## src/dmae_consts.svh

```systemverilog
`ifndef DMAE_CONSTS_SVH
`define DMAE_CONSTS_SVH

`define DMAE_AW 12
`define DMAE_DW 32

`define DMAE_OFF_CHAN_EN 12'h000
`define DMAE_OFF_BUS_FLAGS 12'h010
`define DMAE_OFF_BUS_MASK 12'h014
`define DMAE_OFF_ALIGN_EN 12'h018
`define DMAE_OFF_ALIGN_STAT 12'h020

`define DMAE_RST_WORD 32'h0000_0000
`define DMAE_ALL_ONES 32'hffff_ffff

`define DMAE_RESP_OKAY 2'h0
`define DMAE_RESP_SLVERR 2'h2

`endif

```

## src/dma_error_interrupt_flags_bench_top.sv

```systemverilog
`timescale 1ns/1ps
```

## src/dmae_pkg.sv

```systemverilog
package dmae_pkg;
`include "dmae_consts.svh"

	typedef enum logic [5:0]
	{
		DMAE_REG_NONE = 6'h01,
		DMAE_REG_CHAN_EN = 6'h02,
		DMAE_REG_BUS_FLAGS = 6'h04,
		DMAE_REG_BUS_MASK = 6'h08,
		DMAE_REG_ALIGN_EN = 6'h10,
		DMAE_REG_ALIGN_STAT = 6'h20
	} dmae_reg_t;

	typedef struct packed
	{
		logic awReady;
		logic wReady;
		logic awHeld;
		logic wHeld;
		logic [`DMAE_AW-1:0] awAddr;
		logic [`DMAE_DW-1:0] wData;
		logic [3:0] wStrb;
		logic bValid;
		logic [1:0] bResp;
		logic arReady;
		logic rValid;
		logic [`DMAE_DW-1:0] rData;
		logic [1:0] rResp;
		logic [`DMAE_DW-1:0] chanEn;
		logic [`DMAE_DW-1:0] busMask;
		logic [`DMAE_DW-1:0] alignEn;
		logic irq;
	} dmae_state_t;

endpackage

```

## src/dmae_flag_if.sv

```systemverilog
`timescale 1ns/1ps
interface dmae_flag_if #(parameter int Width = 32);
	logic [Width-1:0] set;
	logic [Width-1:0] clr;
	logic [Width-1:0] flags;

	modport bank
	(
		input set,
		input clr,
		output flags
	);

	modport user
	(
		output set,
		output clr,
		input flags
	);
endinterface

```

## src/dmae_flag_bank.sv

```systemverilog
`timescale 1ns/1ps
module dmae_flag_bank
	import dmae_pkg::*;
#(
	parameter int Width = 32
)
(
	input wire logic clk,
	input wire logic rst_n,
	dmae_flag_if.bank port
);
	typedef struct packed
	{
		logic [Width-1:0] flags;
	} dmae_bank_t;

	dmae_bank_t s;
	dmae_bank_t n;

	always_comb
	begin
		n = s;
		// an event in the clearing cycle survives: set is applied last
		n.flags = (s.flags & ~port.clr) | port.set;
	end

	always_ff @(posedge clk or negedge rst_n)
	begin
		if (!rst_n)
			s <= '0;
		else
			s <= n;
	end

	assign port.flags = s.flags;

	a_set_wins_clear:
	assert property (@(posedge clk) disable iff (!rst_n)
		(port.set & port.clr) != '0 |=> (port.flags & $past(port.set)) == $past(port.set))
	else $error("flag set in clearing cycle was lost");

	a_flag_no_spurious:
	assert property (@(posedge clk) disable iff (!rst_n)
		port.flags == '0 && port.set == '0 |=> port.flags == '0)
	else $error("flag rose without an event");
endmodule

```

## src/dmae_err_irq.sv

```systemverilog
`timescale 1ns/1ps
`include "dmae_consts.svh"
module dmae_err_irq
	import dmae_pkg::*;
#(
	parameter int NumChan = 32
)
(
	input wire logic clk,
	input wire logic rst_n,
	input wire logic [`DMAE_AW-1:0] s_axi_awaddr,
	input wire logic s_axi_awvalid,
	output logic s_axi_awready,
	input wire logic [`DMAE_DW-1:0] s_axi_wdata,
	input wire logic [3:0] s_axi_wstrb,
	input wire logic s_axi_wvalid,
	output logic s_axi_wready,
	output logic [1:0] s_axi_bresp,
	output logic s_axi_bvalid,
	input wire logic s_axi_bready,
	input wire logic [`DMAE_AW-1:0] s_axi_araddr,
	input wire logic s_axi_arvalid,
	output logic s_axi_arready,
	output logic [`DMAE_DW-1:0] s_axi_rdata,
	output logic [1:0] s_axi_rresp,
	output logic s_axi_rvalid,
	input wire logic s_axi_rready,
	input wire logic [`DMAE_DW-1:0] busErrEvent,
	input wire logic [`DMAE_DW-1:0] alignErrEvent,
	output logic [`DMAE_DW-1:0] chanEnable,
	output logic irq
);
	// channels NumChan and above are tied off and read as zero
	localparam logic [`DMAE_DW-1:0] ChanMask = (NumChan >= `DMAE_DW) ? `DMAE_ALL_ONES :
		`DMAE_DW'((64'h1 << NumChan) - 64'h1);

	dmae_state_t s;
	dmae_state_t n;

	logic awFire;
	logic wFire;
	logic arFire;
	logic doWrite;
	dmae_reg_t wrSel;
	dmae_reg_t rdSel;
	logic [`DMAE_DW-1:0] byteMask;
	logic [`DMAE_DW-1:0] busEvt;
	logic [`DMAE_DW-1:0] alignEvt;
	logic [`DMAE_DW-1:0] busClr;
	logic [`DMAE_DW-1:0] alignClr;

	dmae_flag_if #(.Width(`DMAE_DW)) busIf();
	dmae_flag_if #(.Width(`DMAE_DW)) alignIf();

	dmae_flag_bank #(.Width(`DMAE_DW)) u_bus_flags
	(
		.clk(clk),
		.rst_n(rst_n),
		.port(busIf.bank)
	);

	dmae_flag_bank #(.Width(`DMAE_DW)) u_align_flags
	(
		.clk(clk),
		.rst_n(rst_n),
		.port(alignIf.bank)
	);

	function automatic dmae_reg_t regDecode(input logic [`DMAE_AW-1:0] addr);
		logic [`DMAE_AW-1:0] word;
		word = {addr[`DMAE_AW-1:2], 2'h0};
		if (word == `DMAE_OFF_CHAN_EN)
			return DMAE_REG_CHAN_EN;
		else if (word == `DMAE_OFF_BUS_FLAGS)
			return DMAE_REG_BUS_FLAGS;
		else if (word == `DMAE_OFF_BUS_MASK)
			return DMAE_REG_BUS_MASK;
		else if (word == `DMAE_OFF_ALIGN_EN)
			return DMAE_REG_ALIGN_EN;
		else if (word == `DMAE_OFF_ALIGN_STAT)
			return DMAE_REG_ALIGN_STAT;
		else
			return DMAE_REG_NONE;
	endfunction

	function automatic logic [`DMAE_DW-1:0] strbMask(input logic [3:0] strb);
		return {{8{strb[3]}}, {8{strb[2]}}, {8{strb[1]}}, {8{strb[0]}}};
	endfunction

	function automatic logic [`DMAE_DW-1:0] wrMerge(
		input logic [`DMAE_DW-1:0] old,
		input logic [`DMAE_DW-1:0] data,
		input logic [`DMAE_DW-1:0] bm
	);
		return ((old & ~bm) | (data & bm)) & ChanMask;
	endfunction

	function automatic logic [`DMAE_DW-1:0] nextFlags(
		input logic [`DMAE_DW-1:0] cur,
		input logic [`DMAE_DW-1:0] clr,
		input logic [`DMAE_DW-1:0] set
	);
		return (cur & ~clr) | set;
	endfunction

	always_comb
	begin
		n = s;
		busEvt = busErrEvent & ChanMask;
		alignEvt = alignErrEvent & ChanMask;
		busClr = `DMAE_RST_WORD;
		alignClr = `DMAE_RST_WORD;
		awFire = s_axi_awvalid && s.awReady;
		wFire = s_axi_wvalid && s.wReady;
		arFire = s_axi_arvalid && s.arReady;

		if (s.bValid && s_axi_bready)
			n.bValid = 1'b0;
		if (awFire)
		begin
			n.awAddr = s_axi_awaddr;
			n.awHeld = 1'b1;
		end
		if (wFire)
		begin
			n.wData = s_axi_wdata;
			n.wStrb = s_axi_wstrb;
			n.wHeld = 1'b1;
		end

		// address and data may arrive in either order; commit once both are held
		doWrite = n.awHeld && n.wHeld && !s.bValid;
		wrSel = regDecode(n.awAddr);
		byteMask = strbMask(n.wStrb);
		if (doWrite)
		begin
			n.awHeld = 1'b0;
			n.wHeld = 1'b0;
			n.bValid = 1'b1;
			n.bResp = `DMAE_RESP_OKAY;
			if (wrSel == DMAE_REG_CHAN_EN)
				n.chanEn = wrMerge(s.chanEn, n.wData, byteMask);
			else if (wrSel == DMAE_REG_BUS_FLAGS)
				busClr = n.wData & byteMask & ChanMask;
			else if (wrSel == DMAE_REG_BUS_MASK)
				n.busMask = wrMerge(s.busMask, n.wData, byteMask);
			else if (wrSel == DMAE_REG_ALIGN_EN)
				n.alignEn = wrMerge(s.alignEn, n.wData, byteMask);
			else if (wrSel == DMAE_REG_ALIGN_STAT)
				alignClr = n.wData & byteMask & ChanMask;
			else
				n.bResp = `DMAE_RESP_SLVERR;
		end

		// the fault must stop the channel even if software enables it in the same cycle
		n.chanEn = n.chanEn & ~busEvt;

		n.awReady = !n.awHeld && !n.bValid;
		n.wReady = !n.wHeld && !n.bValid;

		if (s.rValid && s_axi_rready)
			n.rValid = 1'b0;
		rdSel = regDecode(s_axi_araddr);
		if (arFire)
		begin
			n.rValid = 1'b1;
			n.rResp = `DMAE_RESP_OKAY;
			if (rdSel == DMAE_REG_CHAN_EN)
				n.rData = s.chanEn;
			else if (rdSel == DMAE_REG_BUS_FLAGS)
				n.rData = busIf.flags;
			else if (rdSel == DMAE_REG_BUS_MASK)
				n.rData = s.busMask;
			else if (rdSel == DMAE_REG_ALIGN_EN)
				n.rData = s.alignEn;
			else if (rdSel == DMAE_REG_ALIGN_STAT)
				n.rData = alignIf.flags;
			else
			begin
				n.rData = `DMAE_RST_WORD;
				n.rResp = `DMAE_RESP_SLVERR;
			end
		end
		n.arReady = !n.rValid;

		// irq is registered from next-cycle flags and masks so it tracks them without lag
		n.irq = |((nextFlags(busIf.flags, busClr, busEvt) & n.busMask) |
			(nextFlags(alignIf.flags, alignClr, alignEvt) & n.alignEn));
	end

	always_ff @(posedge clk or negedge rst_n)
	begin
		if (!rst_n)
			s <= '0;
		else
			s <= n;
	end

	assign busIf.set = busEvt;
	assign busIf.clr = busClr;
	assign alignIf.set = alignEvt;
	assign alignIf.clr = alignClr;

	assign s_axi_awready = s.awReady;
	assign s_axi_wready = s.wReady;
	assign s_axi_bvalid = s.bValid;
	assign s_axi_bresp = s.bResp;
	assign s_axi_arready = s.arReady;
	assign s_axi_rvalid = s.rValid;
	assign s_axi_rdata = s.rData;
	assign s_axi_rresp = s.rResp;
	assign chanEnable = s.chanEn;
	assign irq = s.irq;

	a_bus_flag_set:
	assert property (@(posedge clk) disable iff (!rst_n)
		busEvt != `DMAE_RST_WORD |=> (busIf.flags & $past(busEvt)) == $past(busEvt))
	else $error("bus error did not set its flag");

	a_chan_disable:
	assert property (@(posedge clk) disable iff (!rst_n)
		busEvt != `DMAE_RST_WORD |=> (chanEnable & $past(busEvt)) == `DMAE_RST_WORD)
	else $error("faulted channel still enabled");

	a_flag_w1c:
	assert property (@(posedge clk) disable iff (!rst_n)
		(busClr & ~busEvt) != `DMAE_RST_WORD |=> (busIf.flags & $past(busClr & ~busEvt)) == `DMAE_RST_WORD)
	else $error("write one did not clear bus error flag");

	a_flag_sticky:
	assert property (@(posedge clk) disable iff (!rst_n)
		!doWrite ##1 1'b1 |-> (busIf.flags & $past(busIf.flags)) == $past(busIf.flags))
	else $error("bus error flag dropped without a clear");

	a_mask_gate:
	assert property (@(posedge clk) disable iff (!rst_n)
		(alignIf.flags & s.alignEn) == `DMAE_RST_WORD && (busIf.flags & s.busMask) == `DMAE_RST_WORD |-> !irq)
	else $error("interrupt high with every source masked");

	a_enable_write:
	assert property (@(posedge clk) disable iff (!rst_n)
		doWrite && wrSel == DMAE_REG_ALIGN_EN && n.wStrb == 4'hf |=> s.alignEn == $past(n.wData & ChanMask))
	else $error("alignment enable write not stored");

	a_enable_read:
	assert property (@(posedge clk) disable iff (!rst_n)
		arFire && rdSel == DMAE_REG_ALIGN_EN |=> s_axi_rvalid && s_axi_rdata == $past(s.alignEn))
	else $error("alignment enable readback wrong");

	a_irq_level:
	assert property (@(posedge clk) disable iff (!rst_n)
		irq == |((alignIf.flags & s.alignEn) | (busIf.flags & s.busMask)))
	else $error("interrupt level disagrees with enabled status");

	a_write_resp:
	assert property (@(posedge clk) disable iff (!rst_n)
		doWrite |=> s_axi_bvalid && !s_axi_awready && !s_axi_wready)
	else $error("write response missing");

	a_read_hold:
	assert property (@(posedge clk) disable iff (!rst_n)
		s_axi_rvalid && !s_axi_rready |=> s_axi_rvalid && $stable(s_axi_rdata))
	else $error("read data not held under back-pressure");

	a_align_flag_set:
	assert property (@(posedge clk) disable iff (!rst_n)
		alignEvt != `DMAE_RST_WORD |=> (alignIf.flags & $past(alignEvt)) == $past(alignEvt))
	else $error("alignment error did not set its status");

	a_align_w1c:
	assert property (@(posedge clk) disable iff (!rst_n)
		(alignClr & ~alignEvt) != `DMAE_RST_WORD |=> (alignIf.flags & $past(alignClr & ~alignEvt)) == `DMAE_RST_WORD)
	else $error("write one did not clear alignment status");

	a_align_hold:
	assert property (@(posedge clk) disable iff (!rst_n)
		alignClr == `DMAE_RST_WORD |=> (alignIf.flags & $past(alignIf.flags)) == $past(alignIf.flags))
	else $error("alignment status dropped without a clear");

	a_bus_flag_hold:
	assert property (@(posedge clk) disable iff (!rst_n)
		(busEvt | busClr) == `DMAE_RST_WORD |=> $stable(busIf.flags))
	else $error("bus error flags moved without event or clear");

	a_chan_stays_off:
	assert property (@(posedge clk) disable iff (!rst_n)
		!(doWrite && wrSel == DMAE_REG_CHAN_EN) |=> (chanEnable & ~$past(chanEnable)) == `DMAE_RST_WORD)
	else $error("channel re-enabled without a software write");

	a_enable_hold:
	assert property (@(posedge clk) disable iff (!rst_n)
		!(doWrite && wrSel == DMAE_REG_ALIGN_EN) |=> $stable(s.alignEn))
	else $error("alignment enable changed without a write");

	a_irq_rise:
	assert property (@(posedge clk) disable iff (!rst_n)
		(alignEvt & n.alignEn) != `DMAE_RST_WORD |=> irq)
	else $error("enabled alignment error raised no interrupt");

	a_irq_unmasked:
	assert property (@(posedge clk) disable iff (!rst_n)
		(alignIf.flags & s.alignEn) != `DMAE_RST_WORD |-> irq)
	else $error("interrupt low with enabled status set");

	a_bresp_hold:
	assert property (@(posedge clk) disable iff (!rst_n)
		s_axi_bvalid && !s_axi_bready |=> s_axi_bvalid && $stable(s_axi_bresp))
	else $error("write response not held under back-pressure");

	a_read_resp:
	assert property (@(posedge clk) disable iff (!rst_n)
		arFire |=> s_axi_rvalid && !s_axi_arready)
	else $error("read response missing");

	a_unmapped_write:
	assert property (@(posedge clk) disable iff (!rst_n)
		doWrite && wrSel == DMAE_REG_NONE |=> s_axi_bresp == `DMAE_RESP_SLVERR)
	else $error("unmapped write not refused");

	a_mapped_write:
	assert property (@(posedge clk) disable iff (!rst_n)
		doWrite && wrSel == DMAE_REG_ALIGN_EN |=> s_axi_bresp == `DMAE_RESP_OKAY)
	else $error("mapped write refused");
endmodule

```

## config.mk

```make
export PLATFORM = sky130hd
export DESIGN_NAME = dmae_err_irq
export DESIGN_NICKNAME = d
export VERILOG_FILES = /design/src/dma_error_interrupt_flags_bench_top.sv /design/src/dmae_pkg.sv /design/src/dmae_flag_if.sv /design/src/dmae_flag_bank.sv /design/src/dmae_err_irq.sv
export VERILOG_INCLUDE_DIRS = /design/src
export SDC_FILE = /design/constraint.sdc
export NUM_CORES = 1
export LEC_CHECK = 0
export ABC_AREA = 1
export BUFFER_PORTS_ARGS = -buffer_cell sky130_fd_sc_hd__buf_4
export CAP_MARGIN = 20
export CORE_ASPECT_RATIO = 1.25
export CORE_MARGIN = 2
export CORE_UTILIZATION = 30
export CTS_CLUSTER_SIZE = 16
export DETAILED_ROUTE_END_ITERATION = 10
export PLACE_DENSITY_LB_ADDON = 0.15
export SLEW_MARGIN = 20
export SYNTH_ARGS = -nofsm -noshare
export SYNTH_HDL_FRONTEND = slang
export SYNTH_SLANG_ARGS = --single-unit
```

## constraint.sdc

```tcl
create_clock -name clk -period 2.5 [get_ports clk]
set_clock_uncertainty 0.05 [all_clocks]
set_input_delay 0.25 -clock clk [delete_from_list [all_inputs] [get_ports clk]]
set_output_delay 0.25 -clock clk [all_outputs]
set_load 0.01 [all_outputs]
```

# [Word level (Yosys, flattened, before mapping)]
# Index checks and enable logic that the tools add are counted.
[word_totals] ff_bits=252 inputBits=131 elab_cells=124
[op_classes] n_eq_ne=18 muxes=50 bitwise_logic=19 reduce_logical=17
[op_table] cell="$mux W32" count=18
[op_table] cell="$and A32 B32 Y32" count=9
[op_table] cell="$or A32 B32 Y32" count=6
[op_table] cell="$mux W64" count=2
[op_table] cell="$not A32 Y32" count=4
[op_table] cell="$mux W96" count=1
[op_table] cell="$eq A10 B3 Y1 const B" count=6
[op_table] cell="$mux W6" count=10
[op_table] cell="$mux W36" count=1
[op_table] cell="$mux W35" count=1
[op_table] cell="$reduce_or A32 Y1" count=1
[op_table] cell="$mux W2" count=11
[op_table] cell="$eq A10 B4 Y1 const B" count=2
[op_table] cell="$logic_not A10 Y1" count=2
[op_table] cell="$eq A6 B2 Y1 const B" count=2
[op_table] cell="$eq A6 B3 Y1 const B" count=2
[op_table] cell="$eq A6 B4 Y1 const B" count=2
[op_table] cell="$eq A6 B5 Y1 const B" count=2
[op_table] cell="$eq A6 B6 Y1 const B" count=2
[op_table] cell="$mux W12" count=1
[op_table] cell="$logic_and A1 B1 Y1" count=9
[op_table] cell="$logic_not A1 Y1" count=5
[op_table] cell="$mux W1" count=4
[op_table] cell="$mux W3" count=1

# [Depth between registers and ports, before layout]
# Gate-level depths: netlist (run 1).
[logic_depth] ltp_word=21 ltp_mapped=20 ltp_nobuf=18

# [Modules after synthesis]
# From an unflattened synthesis (run 1), not the netlist that was laid out.
[hier_totals] cells_unflattened=2002 hier_area_um2=14320.0
[modules_own_cells] mod="dmae_err_irq" instances=1 cells_each=1682 area_per_inst_um2=11757.5
[modules_own_cells] mod="dmae_flag_bank" instances=2 cells_each=160 area_per_inst_um2=1281.2

# [Worst setup path before layout (run 1)]
# No wires, ideal clock.
[synth_path] kind="register to register" from="register s, in the netlist s_axi_awready" to="register s, in the netlist irq" setup_time_ns=0.125 t_arrival_ns=2.031 t_required_ns=2.325 slack_ns=0.293 stages_incl_launch_ff=19 cell_sequence="dfrtp_1 -> buf_6 -> buf_6 -> nand3_2 -> nand2_2 -> nor2_2 -> nand2_2 -> nor2_8 -> nand2_4 -> inv_2 -> buf_6 -> nand2_1 -> a21o_1 -> nand2_1 -> nand2_1 -> nor2_1 -> nand2_1 -> nor2_1 -> nand3_1"
[synth_lines] element="start, declared" line_no="dmae_err_irq.sv:37" rtl="dmae_state_t s;"
[synth_lines] element="start signal, assigned" line_no="dmae_err_irq.sv:196" rtl="s <= n;"

==> flow_summary.ini, run 1 <==
[status]
status = finished, violations left
violations = design-rule violations, negative setup slack

[floorplanning]
die_w_um = 194
initial_core_util = 0.302
core_um2 = 45000
die_y_um = 242
rows = 87
pin_count = 205
die_area_um2 = 47000

[placement]
place.gp.congestion = 0.886
portBuffers = 198
place_area_um2 = 16500
hpwl_mm = 39.9

[route]
wire_per_inst_um = 19.7
ant_nets = 0
drc = 16
wl_mm = 54.3
viasPerCell = 4.82
drtPass1Iterations = 11
drt-initial-drc-count = 833
dr_total_vias = 13300

[worst_setup_path]
crit_type = register to register
start_kind = register
end_kind = register
cp_max_fo = 18
worst-r2r-cell-count = 13
worstPathArrival_ps = 3070
crit_required_ps = 2900

[grt]
grt_max_degree = 76
met1_usage = 0.338
grtUsageMet3 = 0.0292
use_met2 = 0.366
grt_pass1_vias = 13000
grt_pass1_wl_mm = 82.7
top_usage_layer = met2
grt-ovfl-total = 0
track_usage = 0.230
antenna_found_initial = 0

[sta]
fin_ws_ps = -172
fmax_mhz = 374
finalSetupViolCount = 1
period_minus_slack_ps = 2670
fin_tns_setup_ps = -172
min_period_over_period = 1.07
final_max_slew_viol_count = 0
worst_slew_pin_slew_ps = 867
rsz0062_at_grt = yes
slew_headroom = 0.416
hold_viol = 0

[yosys]
synth-seq-cells = 248
synth.most_common_cell = nand2_1
synth.distinct_cells = 39
avgSynthCellArea_um2 = 7.53
ys_top_cells_by_count = 715 x nand2_1, 248 x dfrtp_1, 152 x inv_1
syn-cell-area_um2 = 13600
yosys_warnings = 0
synth.yosys.seq_area_share = 0.457
synth.top_cell.area_share = 0.457
yosys.area.top_type = dfrtp_1
synth-main-ff-cell = dfrtp_1
synth_edf_count = 0
async_reset_ff_frac = 1.00
yosys-top-cells-area = dfrtp_1 46%, nand2_1 20%, nand3_1 5.1%
synth_cells = 1805

[power]
p_per_area_nw_per_um2 = 901
vdd_ir_drop_max_v = 0.000615
power_leakage_nw = 9.47
power_mw = 16.9

[job]
maxCapViolCount = 0

[clocking]
clkTransAtPathRegs_ps = 60
ctsHtreeMaxLevel = 1
clock_latency_ps = 570
cts-root-buf = clkbuf_16
cts_tree = done
cts_buffer_depth = 3
cts_buffers = 28
cts_num_sinks = 248

[hold_path]
min_path_type = input pin to register
hold_depth = 3

[final_layout]
multi_input_area_um2 = 5970
area_growth_pct = 38.0
register_area_um2 = 6210
nets = 2288
num-fill-cells = 4679
final_area_um2 = 18800
layout-drive-gt1-share = 0.245
n_antenna_cell = 0
repair_timing:
item	4_1_cts	5_1_grt
resized for setup	43	13
setup endpoints to repair	2	12
hold buffers	87	0
buffers inserted	12	3
endpoints found under the hold margin	174	0
pin swaps	21	4
gates cloned	4	0
sequential cells by signal, indices dropped and copies added, names as in the netlist, 32 cells and up:
signal / flops
u_align_flags.port.flags: 32
s: 112
u_bus_flags.port.flags: 32
s_axi_rdata: 32
chanEnable: 32
path summary, 6_finish.rpt:
check | startpoint | to | slack [ps]
hold / removal | s_axi_wdata[9] | s[149] | 10
min in group asynchronous | rst_n | s[158] | 210
hold reg to reg | s_axi_rvalid | s_axi_arready | 430
setup / recovery | s_axi_wready | irq | -170
max in group asynchronous | rst_n | s_axi_awready | 1390
setup reg to reg | s_axi_wready | irq | -170
stage by stage:
step,setup WS [ps],hold slack [ps],std cells,utilization
6_report,-172,11.0,2755,0.417
5_1_grt,-300,23.6,2755,0.417
4_1_cts,-116,1.73,2752,0.416
3_5_place_dp,-413,246,2601,0.368
3_3_place_gp,-393,240,2601,0.368
2_1_floorplan,293,-95.6,1806,-
worst max-delay path: stages, from the launching register on:
cell and delay (ps):
dfrtp_1 360, nand2_2 110, buf_12 180, buf_4 160, o21ai_0 680, inv_1 230
nand4_1 170, nand2_1 80, nand2_1 60, nand4_1 100, nor2_1 120, nand2_1 70
nor2_2 120, nand3_1 70
placed cells by master, fill, tap and decap left out, drive strengths merged:
master and count:
nand2 728, buf 388, dfrtp 248, inv 157
nand3 148, o21ai 114, nor2 90, dlygate4sd3 87
nand4 59, a211oi 44, clkbuf 41, nor3 23
a21oi 16, nor3b 6, clkinv 5, a21o 4
or2 3, bufinv 3, a221oi 2, nor4 2
a32o 2, conb 2, clkinvlp 2, o21bai 1
a31oi 1, bufbuf 1
routing by layer:
layer  vias up  routed length [um]  part of all wire
li1       6445                   -                 -
met1      6392               26000              0.48
met2       389               24500              0.45
met3        47                3070             0.056
met4         0                 762             0.014
met5         -                   0                 0
where the power goes:
group	total [mW]	switching, mW	internal, mW
Clock	4.38	1.78	2.60
Combinational	7.48	4.54	2.94
Sequential	5.03	0.375	4.66
layout make-up:
class / count / area share
clock buffers: 41 / 0.0443
flip-flops and latches: 248 / 0.331
inverters: 158 / 0.0321
well taps: 578 / 0.0386
repair buffers: 476 / 0.229
multi-input cells: 1245 / 0.318
clock inverters: 9 / 0.00667
logic make-up after synthesis:
kind of cell | synth area share
DFF | 0.457
buffers and inverters | 0.116
AOI/OAI and AO/OA | 0.0790
and+or+nand+nor | 0.348
other | 0.000276
(Power assumes the default switching activity.)
==> run 2: changes to the inputs <==
BUFFER_PORTS_ARGS = not set   (was -buffer_cell sky130_fd_sc_hd__buf_4)
CORE_ASPECT_RATIO = 1.5   (was 1.25)
DONT_BUFFER_PORTS = 1   (was not set)
==> run 2 against run 1 <==
Against the previous run:
- critical path type unchanged
- via count fell by 6.5%
- clock power fell by 7.8%
- sequential cell count did not move
- critical endpoint unchanged
- largest power group unchanged
- the flow finishes with violations (negative hold slack, negative setup slack)
- sequential power barely moved
- total power fell by 4.0%
- cell area fell by 8.0%
==> flow_summary.ini, run 2 (synthesis gave the netlist of run 1 again) <==
[clocking]
clkTransAtPathRegs_ps = 60
cts-root-buf = clkbuf_16
cts_num_sinks = 248
cts_tree = done
hold_buffers = 109
clock_latency_ps = 560
ctsHtreeMaxLevel = 1
cts_buffer_depth = 3
cts_buffers = 29

[worst_setup_path]
cp_max_fo = 15
end_kind = register
crit_type = register to register
worstPathArrival_ps = 3000
worst-r2r-cell-count = 14
crit_top_cell = nand2_1
r2r_slack_ps = -110
timing.rr.start = s_axi_wready
crit_chain = nand2_8, buf_12, o21ai_0, inv_1, nand4_1, nand2_1, nand2_1, nand2_1, inv_1, nand2_1, nor2_2, nand2_1, nor2_1, nand3_1
cp_slowest_cell = o21ai_0
max_stage_delay_ps = 670
start_kind = register
reg2reg_to = irq
crit_required_ps = 2890

[power]
power_leakage_nw = 8.44
power_mw = 16.2
p_per_area_nw_per_um2 = 940
vdd_ir_drop_max_v = 0.000553

[grt]
antenna_found_initial = 2
grt_pass1_vias = 12400
grt_pass1_wl_mm = 79.3
track_usage = 0.225
grt_max_degree = 249
grt-ovfl-total = 0

[sta]
hold_ws_ps = -641
slew_headroom = 0.339
hold_viol = 248
fin_ws_ps = -108
finalSetupViolCount = 1
rsz0062_at_grt = yes
period_minus_slack_ps = 2610
final_max_slew_viol_count = 0
min_period_over_period = 1.04
worst_slew_pin_slew_ps = 992
fmax_mhz = 383

[route]
wire_per_inst_um = 20.8
wl_mm = 53.5
drc = 0
dr_total_vias = 12400
viasPerCell = 4.83
drt-initial-drc-count = 877
drtPass1Iterations = 5
ant_nets = 0

[final_layout]
layout-drive-gt1-share = 0.161
num-fill-cells = 4701
n_antenna_cell = 0
utilization = 0.385
area_growth_pct = 26.9
final_cells = 2568
top_register = s
layout_common_cells = 703 x nand2_1, 246 x dfrtp_1, 149 x inv_1
largest_reg_flops = 112
register_area_um2 = 6210
nets = 2095
multi_input_area_um2 = 6000
final_area_um2 = 17300
layout_commonest_cell = nand2_1

[placement]
portBuffers = 0
hpwl_mm = 38.7
place_area_um2 = 14800
place.gp.congestion = 0.911
placed_cells = 2382

[floorplanning]
die_w_um = 178
initial_core_util = 0.303
rows = 95
pin_count = 205
die_y_um = 265
core_um2 = 44800
die_area_um2 = 47100

[job]
maxCapViolCount = 0

[hold_path]
min_path_type = input pin to asynchronous set/reset pin

[status]
violations = negative hold slack, negative setup slack
status = finished, violations left
run 2: cell count changes in the layout (fill, tap and decap cells not counted), moves of 4 or more:
| cell | delta |
|---|---|
| nand2_2 | -4 |
| buf_6 | -8 |
| inv_2 | +5 |
| buf_4 | -207 |
| dlygate4sd3_1 | +21 |
| a211oi_2 | +8 |
| clkbuf_1 | +7 |
| a211oi_1 | -8 |
run 2: power breakdown:
group          switching, mW  internal (mW)  total (mW)  leakage [nW]
clock                   1.80           2.24        4.04         0.424
combinational           4.34           2.78        7.12          5.02
sequential             0.403           4.66        5.06          3.00
total                   6.54           9.68        16.2          8.44
run 2: timing repair:
action                                  4_1_cts  5_1_grt
pin swaps                                    11       10
gates resized for setup                      29       30
endpoints found under the setup margin        1       28
buffers inserted                             12        8
cloned                                        2        2
hold endpoints to repair                    384      248
run 2: metrics by stage:
stage	worst slack, ps	TNS [ps]
2_1_floorplan	293	0
3_3_place_gp	-401	-401
3_5_place_dp	-374	-374
4_1_cts	-75.2	-75.2
5_1_grt	-247	-700
6_report	-108	-108
run 2: worst max-delay path by stage:
stage                        startpoint  end  slack (ps)
after floorplan           s_axi_awready  irq         290
after global placement     s_axi_wready  irq        -400
after detailed placement   s_axi_wready  irq        -370
after CTS                 s_axi_awready  irq         -80
after global routing       s_axi_wready  irq        -250
final                      s_axi_wready  irq        -110
run 2: metal layers:
metal / part of all wire / vias up / wire [um] / global-route usage
met2: 0.47 / 374 / 25000 / 0.366
met1: 0.44 / 5894 / 23800 / 0.300
met4: 0.029 / 4 / 1530 / 0.0696
li1: - / 6058 / - / -
met3: 0.059 / 79 / 3150 / 0.0436
met5: 0.00050 / - / 27 / 0
run 2: final cells by class:
cell class	instances	share of cell area
tap	582	0.0422
clock inverter	8	0.00283
timing repair buffer	282	0.166
clock buffer	45	0.0473
inverter	158	0.0344
multi-input combinational	1245	0.348
sequential	248	0.360
run 2: worst max-delay path: cells and delay by family (launching register included):
| kind | cells | cell delay (ps) |
|---|---|---|
| buf+inv | 3 | 380 |
| compound gates | 1 | 670 |
| flops | 1 | 410 |
| simple gates | 10 | 970 |
==> run 3: changes to the inputs <==
PLACE_DENSITY = 0.51   (was not set)
PLACE_DENSITY_LB_ADDON = not set   (was 0.15)
==> run 3 against run 2 <==
Against the previous run:
- the run still ends with negative hold slack, negative setup slack left
- worst hold slack lost 8.9 ps
- sequential cell count unchanged
- cell count increased by 1.8%
- cell area up 4.5%
- worst setup slack worse by 35 ps
- sequential share of layout area down 1.5 points
- clock-buffer cell count is 9 lower
- via count up 3.6%
- clock power grew 8.7%
- first-iteration DRC count up 21%
- combinational power grew 4.8%
- largest power group unchanged
==> flow_summary.ini, run 3 (synthesis gave the netlist of run 1 again) <==
[sta]
fmax_mhz = 378
worst_slew_pin_slew_ps = 865
final_max_slew_viol_count = 0
hold_viol = 248
fin_tns_setup_ps = -1270
rsz0062_at_grt = yes
fin_ws_ps = -143
hold_ws_ps = -650
slew_headroom = 0.423
min_period_over_period = 1.06
period_minus_slack_ps = 2640
finalSetupViolCount = 26

[floorplanning]
pin_count = 205
die_y_um = 265
initial_core_util = 0.303
core_um2 = 44800
die_area_um2 = 47100
die_w_um = 178
rows = 95

[status]
status = finished, violations left
violations = negative hold slack, negative setup slack

[power]
vdd_ir_drop_max_v = 0.000524
p_per_area_nw_per_um2 = 941
power_leakage_nw = 8.82
power_mw = 17.0

[clocking]
cts_buffers = 28
hold_buffers = 114
clock_latency_ps = 570
cts-root-buf = clkbuf_16
cts_buffer_depth = 3
cts_num_sinks = 248
cts_tree = done
ctsHtreeMaxLevel = 1
clkTransAtPathRegs_ps = 60

[final_layout]
layout_common_cells = 700 x nand2_1, 247 x dfrtp_1, 163 x buf_4
largest_reg_flops = 112
layout_commonest_cell = nand2_1
top_register = s
nets = 2143
n_antenna_cell = 0
utilization = 0.402
area_growth_pct = 32.6
final_area_um2 = 18000
layout-drive-gt1-share = 0.201

[worst_setup_path]
worstPathArrival_ps = 3040
cp_slowest_cell = dfrtp_2
crit_required_ps = 2900
cp_max_fo = 5
crit_type = register to register
crit_chain = nand2_8, buf_12, nand2_1, nand2_2, buf_4, nor2_4, buf_4, nand4_4, buf_4, nand2_1, o21ai_0, nand2_1, nand4_1, nor2_1, nand2_1, nor2_1, nand3_1
max_stage_delay_ps = 450
start_kind = register
crit_top_cell = nand2_1
end_kind = register

[grt]
grt-ovfl-total = 0
grt_pass1_vias = 12500
use_met2 = 0.368
antenna_found_initial = 2
met1_usage = 0.304
grtUsageMet3 = 0.0320
top_usage_layer = met2
track_usage = 0.222
grt_pass1_wl_mm = 79.1
grt_max_degree = 249

[placement]
place_area_um2 = 15000
portBuffers = 0
hpwl_mm = 38.4
place.gp.congestion = 0.888

[route]
wire_per_inst_um = 20.5
ant_nets = 0
dr_total_vias = 12900
viasPerCell = 4.92
drt-initial-drc-count = 1058
drc = 0
wl_mm = 53.7
drtPass1Iterations = 7

[hold_path]
min_path_type = input pin to asynchronous set/reset pin

[job]
maxCapViolCount = 0
[run 3: cell count changes in the layout (fill, tap and decap cells not counted), moves of 4 or more]
| cell | previous run | this run |
|---|---|---|
| buf_4 | 134 | 163 |
| nor2_1 | 65 | 47 |
| nor2_2 | 8 | 22 |
| a211oi_1 | 36 | 24 |
| a211oi_2 | 8 | 20 |
| clkbuf_1 | 13 | 2 |
| buf_6 | 3 | 13 |
| dlygate4sd3_1 | 108 | 114 |
| nand3_1 | 137 | 131 |
| nand2_4 | 4 | 8 |
| nand3_2 | 6 | 10 |
| nor2_4 | 14 | 18 |
[run 3: metal layers]
metal	vias to the layer above	routed length [um]
li1	6144	-
met1	6168	22900
met2	467	25700
met3	73	3700
met4	4	1270
met5	-	25
[run 3: path summary, 6_finish.rpt]
path / slack, ps / start / depth (start not counted) / end
hold / removal: -650 / rst_n / 0 / s[163]
max in group asynchronous: 2350 / rst_n / 0 / s[151]
setup reg to reg: -140 / s_axi_awready / 17 / irq
min in group clk: 30 / s_axi_wdata[20] / 3 / s[160]
setup / recovery: -140 / s_axi_awready / 17 / irq
hold reg to reg: 450 / u_bus_flags.port.flags[11] / 2 / u_bus_flags.port.flags[11]
[run 3: through the flow]
stage / setup WS (ps) / instances
after floorplan: 293 / 1806
final: -143 / 2613
after detailed placement: -272 / 2406
after global routing: -290 / 2613
after CTS: -161 / 2577
after global placement: -283 / 2406
[run 3: worst max-delay path, delay by kind of cell, from the launching register on]
family | cells | cell delay [ps]
flops | 1 | 450
compound gates | 1 | 100
simple gates | 12 | 1270
buf+inv | 4 | 640
[run 3: layout make-up]
type | count | area [um^2]
Sequential cell | 248 | 6210
Multi-Input combinational cell | 1245 | 6190
Tap cell | 582 | 728
Clock buffer | 36 | 802
Inverter | 158 | 593
Timing Repair Buffer | 331 | 3350
Clock inverter | 13 | 150
Fill cell | 4575 | 26800
[run 3: timing repair]
action,in CTS,in global routing
pin swaps,11,49
gates resized for setup,22,99
setup endpoints to repair,31,33
endpoints found under the hold margin,384,248
setup buffers,5,32
cloned,3,5
[run 3: report_power, final]
group / switching, mW / internal (mW) / leakage [nW]
logic: 4.47 / 2.99 / 5.34
registers: 0.439 / 4.66 / 3.00
clock network: 1.83 / 2.56 / 0.474
total: 6.74 / 10.2 / 8.82
